===== config.mk =====
export PLATFORM = sky130hd
export DESIGN_NAME = local_bus_slave_decode
export DESIGN_NICKNAME = d
export VERILOG_FILES = /design/src/inc/lbs_pkg.sv /design/src/lbs_window.sv /design/src/lbs_strap.sv /design/src/local_bus_slave_decode.sv
export SDC_FILE = /design/constraint.sdc
export NUM_CORES = 1
export LEC_CHECK = 0
export BUFFER_PORTS_ARGS = -buffer_cell sky130_fd_sc_hd__buf_2
export CORE_MARGIN = 5
export CORE_UTILIZATION = 59
export CTS_CLUSTER_SIZE = 10
export DETAILED_ROUTE_END_ITERATION = 8
export PLACE_DENSITY = 0.8
export SLEW_MARGIN = 20
export SYNTH_ARGS = -nofsm -noshare
export SYNTH_HDL_FRONTEND = slang
export SYNTH_SLANG_ARGS = --single-unit
export TNS_END_PERCENT = 100

===== constraint.sdc =====
create_clock -name mclk -period 5.2 [get_ports mclk]
set_input_delay 0.52 -clock mclk [delete_from_list [all_inputs] [get_ports mclk]]
set_output_delay 0.52 -clock mclk [all_outputs]
set_load 0.01 [all_outputs]

===== src/inc/lbs_pkg.sv =====
package lbs_pkg;
   localparam int ADDR_W        = 32;
   localparam int TA_W          = 16;
   localparam int BS_W          = 4;
   localparam int DMA_W         = 2;
   localparam int SZ_W          = 2;
   // Mode selection sampled from the upper size bit at reset
   localparam logic MODESET_BC  = 1'b0;
   localparam logic MODESET_BA  = 1'b1;
   // Window parameter reset values
   localparam logic [TA_W-1:0] TA_RST  = 16'h0000;
   localparam logic [BS_W-1:0] BS_RST  = 4'h0;
   localparam logic            BIT_RST = 1'b0;
   // Lowest translated address bit for window size code 0 (64 Kbyte)
   localparam int BS_BASE_BIT   = 16;
   // Local DMA request kinds
   localparam logic [DMA_W-1:0] DMA_NONE   = 2'h0;
   localparam logic [DMA_W-1:0] DMA_SINGLE = 2'h1;
   localparam logic [DMA_W-1:0] DMA_DUAL   = 2'h2;
   // Transfer size code for a 32-bit access
   localparam logic [SZ_W-1:0] SZ_WORD = 2'h0;
   // Decoder timeout for a strobe with no select
   localparam int DECODE_WAIT   = 8;
   // Acknowledge kinds returned by the back end
   typedef enum logic [3:0] {
      RSP_NONE  = 4'b0001,
      RSP_ACK   = 4'b0010,
      RSP_ERR   = 4'b0100,
      RSP_RETRY = 4'b1000
   } rsp_e;
endpackage


===== src/lbs_window.sv =====
`timescale 1ns/1ps
// One slave window: its own parameter set, written by software or by the
// serial configuration loader; no state is shared with the other window.
module lbs_window #(
   parameter bit LOADABLE = 1'b0
) (
   input  wire logic                        mclk,
   input  wire logic                        rst_n,
   input  wire logic                        wr_en,
   input  wire logic                        load_en,
   input  wire logic [lbs_pkg::TA_W-1:0]    ta_in,
   input  wire logic [lbs_pkg::BS_W-1:0]    bs_in,
   input  wire logic                        xlat_in,
   input  wire logic                        space_in,
   input  wire logic                        posted_in,
   input  wire logic                        prefetch_in,
   input  wire logic [lbs_pkg::ADDR_W-1:0]  local_addr,
   output logic      [lbs_pkg::ADDR_W-1:0]  pci_addr,
   output logic                             space_select,
   output logic                             posted_write_on,
   output logic                             prefetch_on,
   output logic      [lbs_pkg::BS_W-1:0]    window_size_code
);
   logic [lbs_pkg::TA_W-1:0] translation_address_r;
   logic                     xlat_on_r;
   logic                     take;

   // RQ14 serial load
   assign take = wr_en | (LOADABLE & load_en);

   // RQ9 independent parameters
   always_ff @(posedge mclk) begin
      if (!rst_n) begin
         translation_address_r <= lbs_pkg::TA_RST;
         window_size_code      <= lbs_pkg::BS_RST;
         xlat_on_r             <= lbs_pkg::BIT_RST;
         space_select          <= lbs_pkg::BIT_RST;
         posted_write_on       <= lbs_pkg::BIT_RST;
         prefetch_on           <= lbs_pkg::BIT_RST;
      end else if (take) begin
         translation_address_r <= ta_in;
         window_size_code      <= bs_in;
         xlat_on_r             <= xlat_in;
         space_select          <= space_in;
         posted_write_on       <= posted_in;
         prefetch_on           <= prefetch_in;
      end
   end

   // RQ11 size bounds span
   // RQ25 upper bits replaced
   always_comb begin
      pci_addr = local_addr;
      for (int i = 0; i < lbs_pkg::TA_W; i++) begin
         if (xlat_on_r && (i >= int'(window_size_code)))
            pci_addr[lbs_pkg::BS_BASE_BIT + i] = translation_address_r[i];
      end
   end
endmodule


===== src/lbs_strap.sv =====
`timescale 1ns/1ps
// Catches the mode strap once after reset release.
module lbs_strap (
   input  wire logic mclk,
   input  wire logic rst_n,
   input  wire logic upper_size_bit,
   output logic      mode_set_ba
);
   logic s1_r;
   logic s2_r;
   logic done_r;

   always_ff @(posedge mclk) begin
      s1_r <= upper_size_bit;
      s2_r <= s1_r;
   end

   // RQ23 strap sampled
   always_ff @(posedge mclk) begin
      if (!rst_n) begin
         done_r      <= 1'b0;
         mode_set_ba <= lbs_pkg::MODESET_BC;
      end else if (!done_r) begin
         done_r      <= 1'b1;
         mode_set_ba <= s2_r;
      end
   end
endmodule


===== src/local_bus_slave_decode.sv =====
`timescale 1ns/1ps
// Overview of operation
// RQ1 - Accept only select with start strobe
// RQ2 - Selects may arrive after start strobe
// RQ3 - Dual DMA needs window select at start
// RQ4 - Single DMA needs no window select
// RQ5 - Register select decodes internal register access
// RQ6 - Window select claims cycle for bridge
// RQ7 - Pick level chooses window zero/one
// RQ8 - Burst and direction sampled decide access
// RQ9 - Windows hold fully separate parameters
// RQ10 - Space bit picks memory or I/O
// RQ11 - Size field bounds window, up 2G
// RQ12 - Posted bit chooses posted or delayed
// RQ13 - Prefetch bit turns word reads burst (code does this in modes A and B only, not in mode C)
// RQ14 - Window zero loadable from serial memory
// RQ15 - Mode A acks, errors or retries selected
// RQ16 - Mode A captures at select edge
// RQ17 - Mode A burst and continue flag
// RQ18 - Mode A master uses 32-bit port
// RQ19 - Mode B drives sized acknowledge subset
// RQ20 - Mode B captures at falling edge
// RQ21 - Mode B synchronous 32-bit peripheral
// RQ22 - Mode C acks only selected start
// RQ23 - Strap picks modes B+C or B+A
// RQ24 - Delayed write completes before posting
// RQ25 - Translation enable replaces upper bits
// RQ26 - Unselected cycle leaves responses undriven
module local_bus_slave_decode (
   input  wire logic                        mclk,
   input  wire logic                        rst_n,
   // Local bus pins (active low strobes), synchronised below
   input  wire logic                        cycle_start_strobe_n,
   input  wire logic                        addr_strobe_legacy_n,
   input  wire logic                        register_select_n,
   input  wire logic                        bridge_window_select_n,
   input  wire logic                        window_pick,
   input  wire logic                        burst_in_progress_n,
   input  wire logic                        burst_continue_flag,
   input  wire logic                        read_not_write,
   input  wire logic [lbs_pkg::SZ_W-1:0]    xfer_size,
   input  wire logic                        upper_size_bit,
   input  wire logic [lbs_pkg::ADDR_W-1:0]  local_addr,
   input  wire logic [lbs_pkg::DMA_W-1:0]   local_dma_channel,
   // Acknowledge outputs: data, enable (low while driving)
   output logic                             transfer_ack_n,
   output logic                             transfer_ack_oe_n,
   output logic                             byte_port_ack_n,
   output logic                             byte_port_ack_oe_n,
   output logic                             bus_error_ack_n,
   output logic                             bus_error_ack_oe_n,
   output logic                             retry_request_n,
   output logic                             retry_request_oe_n,
   // Window configuration ports
   input  wire logic                        win0_wr,
   input  wire logic                        win1_wr,
   input  wire logic                        serial_load,
   input  wire logic [lbs_pkg::TA_W-1:0]    cfg_ta,
   input  wire logic [lbs_pkg::BS_W-1:0]    cfg_bs,
   input  wire logic                        cfg_xlat,
   input  wire logic                        cfg_space,
   input  wire logic                        cfg_posted,
   input  wire logic                        cfg_prefetch,
   // Back end answer for the claimed cycle
   input  wire logic                        rsp_valid,
   input  wire logic [3:0]                  rsp_kind,
   input  wire logic                        delayed_write_done,
   // Decoded cycle toward register file or PCI master
   output logic                             reg_req,
   output logic                             pci_req,
   output logic                             req_window,
   output logic      [lbs_pkg::ADDR_W-1:0]  req_addr,
   output logic                             req_read,
   output logic                             req_burst,
   output logic                             req_last_beat,
   output logic                             req_io_space,
   output logic                             req_posted,
   output logic                             req_prefetch_burst,
   output logic                             mode_set_ba,
   output logic                             cycle_busy
);
   typedef enum logic [3:0] {
      ST_IDLE   = 4'b0001,
      ST_DECODE = 4'b0010,
      ST_WAIT   = 4'b0100,
      ST_ACK    = 4'b1000
   } st_e;

   st_e  st_r;
   st_e  st_nxt;

   // Two-stage synchronisers for every pin input
   localparam int NSYNC = 10;
   logic [NSYNC-1:0] pin_raw;
   logic [NSYNC-1:0] s1_r;
   logic [NSYNC-1:0] s2_r;
   logic [lbs_pkg::ADDR_W-1:0] a1_r;
   logic [lbs_pkg::ADDR_W-1:0] a2_r;
   logic [lbs_pkg::DMA_W-1:0]  d1_r;
   logic [lbs_pkg::DMA_W-1:0]  d2_r;
   logic [lbs_pkg::SZ_W-1:0]   z1_r;
   logic [lbs_pkg::SZ_W-1:0]   z2_r;

   assign pin_raw = {~cycle_start_strobe_n, ~addr_strobe_legacy_n, ~register_select_n,
                     ~bridge_window_select_n, window_pick, ~burst_in_progress_n,
                     burst_continue_flag, read_not_write, 1'b0, 1'b0};

   always_ff @(posedge mclk) begin
      s1_r <= pin_raw;
      s2_r <= s1_r;
      a1_r <= local_addr;
      a2_r <= a1_r;
      d1_r <= local_dma_channel;
      d2_r <= d1_r;
      z1_r <= xfer_size;
      z2_r <= z1_r;
   end

   logic ts;
   logic as_q;
   logic reg_cs;
   logic win_cs;
   logic pick;
   logic burst;
   logic cont;
   logic rd;
   assign ts     = s2_r[9];
   assign as_q   = s2_r[8];
   assign reg_cs = s2_r[7];
   assign win_cs = s2_r[6];
   assign pick   = s2_r[5];
   assign burst  = s2_r[4];
   assign cont   = s2_r[3];
   assign rd     = s2_r[2];

   // Mode set fixed at reset
   lbs_strap u_strap (
      .mclk           (mclk),
      .rst_n          (rst_n),
      .upper_size_bit (upper_size_bit),
      .mode_set_ba    (mode_set_ba)
   );

   // Window parameter sets
   logic [lbs_pkg::ADDR_W-1:0] w_addr [2];
   logic [1:0]                 w_space;
   logic [1:0]                 w_posted;
   logic [1:0]                 w_prefetch;
   logic [1:0]                 w_wr;
   assign w_wr = {win1_wr, win0_wr};

   genvar g;
   generate
      for (g = 0; g < 2; g++) begin : g_win
         lbs_window #(.LOADABLE(g == 0)) u_win (
            .mclk             (mclk),
            .rst_n            (rst_n),
            .wr_en            (w_wr[g]),
            .load_en          (serial_load),
            .ta_in            (cfg_ta),
            .bs_in            (cfg_bs),
            .xlat_in          (cfg_xlat),
            .space_in         (cfg_space),
            .posted_in        (cfg_posted),
            .prefetch_in      (cfg_prefetch),
            .local_addr       (a2_r),
            .pci_addr         (w_addr[g]),
            .space_select     (w_space[g]),
            .posted_write_on  (w_posted[g]),
            .prefetch_on      (w_prefetch[g]),
            .window_size_code ()
         );
      end
   endgenerate

   // Strobe that opens a cycle in the active mode set
   logic start;
   logic legacy_mode;
   logic sel_any;
   logic single_dma;
   logic dual_dma;
   logic claim;
   logic pend_delayed_r;
   logic timeout;
   logic [3:0] wait_cnt_r;
   logic start_prev_r;
   logic start_edge;

   // RQ23 legacy strobe always on
   assign start       = ts | as_q;
   // Edge only: the synced strobe outlives the acknowledge
   assign start_edge  = start && !start_prev_r;
   assign single_dma  = (d2_r == lbs_pkg::DMA_SINGLE);
   assign dual_dma    = (d2_r == lbs_pkg::DMA_DUAL);
   // RQ1 select with strobe
   // RQ4 single DMA claims alone
   assign sel_any     = reg_cs | win_cs | single_dma;
   // RQ24 posting waits for delayed write; claim held while it pends
   assign claim       = sel_any && !(win_cs && !rd && pend_delayed_r && !reg_cs);
   assign timeout     = (wait_cnt_r == 4'(lbs_pkg::DECODE_WAIT - 1));

   always_ff @(posedge mclk) begin
      start_prev_r <= start;
      if (!rst_n) begin
         legacy_mode <= 1'b0;
      end else if (st_r == ST_IDLE && start_edge) begin
         legacy_mode <= as_q;
      end
   end

   always_comb begin
      st_nxt = st_r;
      unique case (st_r)
         ST_IDLE: begin
            // RQ3 dual DMA select at start
            if (start_edge && dual_dma && !win_cs)
               st_nxt = ST_IDLE;
            else if (start_edge && claim)
               st_nxt = ST_WAIT;
            else if (start_edge)
               st_nxt = ST_DECODE;
         end
         ST_DECODE: begin
            // RQ2 late select accepted
            if (claim)
               st_nxt = ST_WAIT;
            // RQ26 no select, no answer
            else if (timeout || !(ts || as_q))
               st_nxt = ST_IDLE;
         end
         ST_WAIT: begin
            if (rsp_valid)
               st_nxt = ST_ACK;
         end
         ST_ACK: begin
            st_nxt = ST_IDLE;
         end
      endcase
   end

   always_ff @(posedge mclk) begin
      if (!rst_n)
         st_r <= ST_IDLE;
      else
         st_r <= st_nxt;
   end

   always_ff @(posedge mclk) begin
      if (!rst_n || st_r != ST_DECODE)
         wait_cnt_r <= 4'h0;
      else
         wait_cnt_r <= wait_cnt_r + 4'h1;
   end

   logic enter;
   assign enter = (st_nxt == ST_WAIT) && (st_r != ST_WAIT);

   // RQ16 capture at select edge
   // RQ20 capture once strobe seen
   // RQ22 capture with start
   always_ff @(posedge mclk) begin
      if (!rst_n) begin
         req_window <= 1'b0;
         req_addr   <= '0;
         req_read   <= 1'b0;
         req_burst  <= 1'b0;
         req_io_space <= 1'b0;
         req_posted   <= 1'b0;
         req_prefetch_burst <= 1'b0;
      end else if (enter) begin
         // RQ7 pick level
         req_window <= pick;
         req_addr   <= reg_cs ? a2_r : w_addr[pick];
         // RQ8 burst and direction
         // RQ17 burst with address
         req_read   <= rd;
         req_burst  <= burst;
         // RQ10 space bit
         req_io_space <= w_space[pick];
         // RQ12 posted or delayed
         req_posted   <= !rd && !burst && w_posted[pick];
         // RQ13 prefetch word read
         req_prefetch_burst <= rd && !burst && w_prefetch[pick] && (mode_set_ba || legacy_mode)
                               && (z2_r == lbs_pkg::SZ_WORD);
      end
   end

   // RQ5 register decode
   // RQ6 bridge claim
   always_ff @(posedge mclk) begin
      if (!rst_n) begin
         reg_req <= 1'b0;
         pci_req <= 1'b0;
      end else begin
         reg_req <= enter && reg_cs;
         pci_req <= enter && !reg_cs && (win_cs || single_dma);
      end
   end

   // RQ17 second-to-last beat
   always_ff @(posedge mclk) begin
      if (!rst_n)
         req_last_beat <= 1'b0;
      else
         req_last_beat <= req_burst && !cont && (st_r == ST_WAIT);
   end

   // RQ24 delayed write tracking
   always_ff @(posedge mclk) begin
      if (!rst_n)
         pend_delayed_r <= 1'b0;
      else if (pci_req && !req_read && !req_posted)
         pend_delayed_r <= 1'b1;
      else if (delayed_write_done)
         pend_delayed_r <= 1'b0;
   end

   // Response drive: only in ST_ACK, else released
   // RQ15 mode A answers
   // RQ19 mode B sized subset
   // RQ22 mode C no retry
   // RQ21 word port acknowledges
   logic [3:0] kind_c;
   assign kind_c = (!mode_set_ba && !legacy_mode && rsp_kind == 4'(lbs_pkg::RSP_RETRY))
                   ? 4'(lbs_pkg::RSP_ERR) : rsp_kind;

   logic drv;
   assign drv = (st_r == ST_ACK);
   always_ff @(posedge mclk) begin
      if (!rst_n) begin
         transfer_ack_n     <= 1'b1;
         byte_port_ack_n    <= 1'b1;
         bus_error_ack_n    <= 1'b1;
         retry_request_n    <= 1'b1;
         transfer_ack_oe_n  <= 1'b1;
         byte_port_ack_oe_n <= 1'b1;
         bus_error_ack_oe_n <= 1'b1;
         retry_request_oe_n <= 1'b1;
      end else begin
         transfer_ack_n     <= !(st_nxt == ST_ACK && kind_c == 4'(lbs_pkg::RSP_ACK));
         byte_port_ack_n    <= 1'b1;
         bus_error_ack_n    <= !(st_nxt == ST_ACK && kind_c == 4'(lbs_pkg::RSP_ERR));
         retry_request_n    <= !(st_nxt == ST_ACK && kind_c == 4'(lbs_pkg::RSP_RETRY)
                                 && (mode_set_ba || legacy_mode));
         transfer_ack_oe_n  <= !(st_nxt == ST_ACK);
         byte_port_ack_oe_n <= !(st_nxt == ST_ACK && legacy_mode);
         bus_error_ack_oe_n <= !(st_nxt == ST_ACK);
         retry_request_oe_n <= !(st_nxt == ST_ACK && (mode_set_ba || legacy_mode));
      end
   end

   assign cycle_busy = (st_r != ST_IDLE) && !drv;

   property p_no_sel_no_ack;
      @(posedge mclk) disable iff (!rst_n)
      (st_r == ST_DECODE && timeout && !claim) |=> ##1 transfer_ack_oe_n;
   endproperty
   a_no_sel_no_ack: assert property (p_no_sel_no_ack) else $error("ack without select"); // RQ26

   property p_claim_req;
      @(posedge mclk) disable iff (!rst_n)
      enter |=> (reg_req || pci_req);
   endproperty
   a_claim_req: assert property (p_claim_req) else $error("claim lost"); // RQ6

   property p_reg_not_pci;
      @(posedge mclk) disable iff (!rst_n)
      reg_req |-> !pci_req;
   endproperty
   a_reg_not_pci: assert property (p_reg_not_pci) else $error("register cycle forwarded"); // RQ5

   property p_ack_one;
      @(posedge mclk) disable iff (!rst_n)
      !transfer_ack_oe_n |=> transfer_ack_oe_n;
   endproperty
   a_ack_one: assert property (p_ack_one) else $error("ack held"); // RQ15

   property p_wait_pick;
      @(posedge mclk) disable iff (!rst_n)
      enter |=> req_window == $past(pick);
   endproperty
   a_wait_pick: assert property (p_wait_pick) else $error("wrong window"); // RQ7

   property p_posted;
      @(posedge mclk) disable iff (!rst_n)
      req_posted |-> !req_read && !req_burst;
   endproperty
   a_posted: assert property (p_posted) else $error("posted read"); // RQ12

   property p_no_retry_c;
      @(posedge mclk) disable iff (!rst_n)
      (!mode_set_ba && !legacy_mode) |-> retry_request_oe_n;
   endproperty
   a_no_retry_c: assert property (p_no_retry_c) else $error("retry in mode C"); // RQ22

   property p_byte_b;
      @(posedge mclk) disable iff (!rst_n)
      !byte_port_ack_oe_n |-> legacy_mode && byte_port_ack_n;
   endproperty
   a_byte_b: assert property (p_byte_b) else $error("byte ack outside mode B"); // RQ21
endmodule


==> impl_metrics.json <==
{
  "status": "completed",
  "slew_headroom_pct": 27.7,
  "grt_pass1_vias": 5171,
  "insertion_delay_ns": 0.43,
  "power.leakage_uw": 0.00369,
  "numCtsBuffers": 17,
  "synthTopCellsByCount": "198 x dfxtp_1, 126 x nand2_1, 77 x mux2i_1",
  "cts_tree": "yes",
  "synth-compound-area-share_pct": 11.8,
  "dp.final_hpwl_mm": 11.4,
  "fin_cells": 975,
  "slowest_stage": "nor3b_4",
  "clkPwrFrac_pct": 40.6,
  "antenna_found_initial": 0,
  "clockRootBuffer": "clkbuf_16",
  "cp_num_buf_inv": 1,
  "yosysWarnings": 0,
  "die_y_um": 119,
  "synth_top_area_share_pct": 56.8,
  "synth_area_per_cell_sq_um": 9.82,
  "drtPass1Iterations": 5,
  "path_class": "reg2reg",
  "fp-row-count": 39,
  "tightestPinTransition_ns": 1.08,
  "post-route-cell-area_sq_mm": 0.00821,
  "synth-main-ff-cell": "dfxtp_1",
  "vias": 5395,
  "place_ws_ns": 2.64,
  "p_comb_share_pct": 7.7,
  "post-route-drc-count": 0,
  "place_inst": 943,
  "power_frac_seq_pct": 51.7,
  "fillers": 894,
  "finalWorstSetupSlack_ns": 2.82,
  "cp-start-kind": "flop",
  "cp.arrival_ns": 2.74,
  "first_iter_violations": 521,
  "wl_met2_mm": 8.07,
  "ys_types": 65,
  "dpl_cell_area_sq_mm": 0.00763,
  "worstPathCellList": "ha_1, nand2_1, o21a_1, a41o_1, nor3b_4, and3_1, buf_4, mux2i_1",
  "synth_seq_cells": 198,
  "die_w_um": 119,
  "period_share_pct": 45.7,
  "yosys-top-cells-area": "dfxtp_1 57%, mux2i_1 11%, nand2_1 6.8%",
  "overflow": 0,
  "synthesis.area_sq_mm": 0.00698,
  "p_int_uw": 2370,
  "crit_family": "simple AND/OR/NAND/NOR gates",
  "post_cts_resized": 0,
  "synth-edff-count": 0,
  "cts_htree_levels": 4,
  "power_switching_share_pct": 25.1,
  "ir_worst_vdd_mv": 0.267,
  "synthCells": 711,
  "clockBufferDepth": 2,
  "post-cts-setup-buffers": 0,
  "grt_start_max_net_pins": 73,
  "grt_setup_unrepaired": "no",
  "num_antenna_cells": 0,
  "async_reset_ff_share_pct": 0,
  "wirelength_mm": 16.6,
  "start_util_pct": 60.6,
  "synth_nets": 792,
  "critPathMaxFanout": 24,
  "yosysTopAreaCell": "dfxtp_1",
  "grt_usage_pct": 23.2,
  "synth-xor-area-share_pct": 0.502,
  "hold_path_class": "in2reg",
  "power_uw": 3170,
  "wl_met3_um": 960,
  "muxShareOfSynthArea_pct": 11.0,
  "yosysSeqAreaShare_pct": 56.8,
  "dr.max_layer_used": "met4",
  "wire_per_inst_um": 17.0,
  "dieArea_sq_mm": 0.0141,
  "fin_setup_tns_ns": 0,
  "switchingPower_uw": 794,
  "core_sq_mm": 0.0115,
  "worstSetupEndpointType": "flop",
  "final-hold-violation-count": 0,
  "synth.most_common_cell": "dfxtp_1",
  "finalNetCount": 900,
  "gp_congestion": 0.925,
  "clock_skew_ns": 0.00760,
  "area_growth_pct": 17.6,
  "synth-simple-area-share_pct": 15.5,
  "grt_pass1_wl_mm": 26.0,
  "synthAdderAreaFrac_pct": 0.179,
  "clk_pin_slew_ns": 0.07,
  "worstPathRequired_ns": 5.56,
  "slew_violations": 0,
  "ant_nets": 0,
  "critPathMaxStageDelay_ns": 0.38,
  "num_io_pins": 131,
  "p_per_area_mw_per_mm2": 386,
  "layout-drive-gt1-share_pct": 21.6,
  "synth_top_family_by_area": "simple AND/OR/NAND/NOR gates",
  "wl_met1_mm": 7.29,
  "cts_hold_buf": 0,
  "vias_per_cell": 5.53,
  "setup-violations-final": 0,
  "fmax_ghz": 0.420,
  "portBuffers": 129,
  "post-route-min-period_ns": 2.38,
  "cap_violations": 0,
  "clkSinkCount": 198
}
per-layer routing:
| metal | vias to the layer above | track usage [%] |
|---|---|---|
| met2 | 198 | 38.1 |
| met5 | - | 0 |
| met4 | 0 | 9.20 |
| met3 | 22 | 5.40 |
| met1 | 2538 | 29.7 |
| li1 | 2637 | - |
sequential cells by signal, summed over array words and instances (netlist names), 2 cells and up:
register                           cells
g_win.u_win.prefetch_on                2
g_win.u_win.space_select               2
g_win.u_win.translation_address_r     32
d2_r                                   2
d1_r                                   2
a1_r                                  32
s1_r                                   8
req_addr                              32
a2_r                                  32
g_win.u_win.posted_write_on            2
g_win.u_win.window_size_code           8
z2_r                                   2
wait_cnt_r                             4
st_r                                   4
z1_r                                   2
s2_r                                   8
g_win.u_win.xlat_on_r                  2
logic make-up after synthesis:
logic type / count (synthesis)
AO/OA/AOI/OAI: 124
XOR/XNOR: 4
adder cells (fa/ha/maj): 1
buffers and inverters: 64
flip-flops: 198
multiplexers: 77
other: 1
AND/OR/NAND/NOR: 242
cell type report:
type	instances	area, sq um	share of cell area [%]
well taps	143	179	2.18
multi-input cells	449	2730	33.3
flip-flops and latches	198	3960	48.3
inverters	19	71.3	0.869
repair buffers	134	683	8.32
clock inverters	15	155	1.89
clock buffers	17	425	5.18
placed cells by master (no fill, tap or decap), drive strengths merged, types with 3 or more instances in the layout:
cell and n:
mux2i 77, nand4 3, nor3b 5, a32oi 3, a22o 3, dfxtp 198
a31oi 4, a21oi 44, o21bai 3, a311oi 6, inv 26, nand3 9
nand2 126, a21boi 5, clkinv 7, xor2 3, o211ai 6, nor2 63
or4 4, or2 3, o21ai 24, nor2b 11, clkbuf 17, o221ai 6
buf 134, a211oi 3, nor3 7
worst reg2reg max path: cells and delay by family, from the launching register on:
kind	cells	cell delay, ns
and+or+nand+nor	3	0.66
AOI/OAI and AO/OA	2	0.47
DFF	1	0.37
buffers and inverters	1	0.35
muxes	1	0.27
adders and majority gates	1	0.20
power groups by stage:
stage / clock network, uW / registers (uW) / logic [uW]
6_report: 1280 / 1640 / 245
3_5_place_dp: 0 / 1670 / 242
3_3_place_gp: 0 / 1670 / 235
2_1_floorplan: 0 / 1650 / 166
4_1_cts: 1290 / 1640 / 244
5_1_grt: 1370 / 1640 / 269
final timing paths:
path                                      from      endpoint  slack [ns]  cells after the start
worst min register to register        a1_r[12]      a2_r[12]        0.33                      0
worst max register to register   wait_cnt_r[0]  req_addr[12]        2.82                      8
worst min-delay path            local_addr[14]      a1_r[14]        0.18                      1
worst max-delay path             wait_cnt_r[0]  req_addr[12]        2.82                      8
metrics by stage:
stage / utilization, % / hold WS [ns]
6_report: 71.3 / 0.179
5_1_grt: 71.3 / 0.164
4_1_cts: 71.3 / 0.173
3_5_place_dp: 66.3 / 0.312
3_3_place_gp: 66.3 / 0.310
2_1_floorplan: - / 0.310
Power figures use the tool's default switching activity.
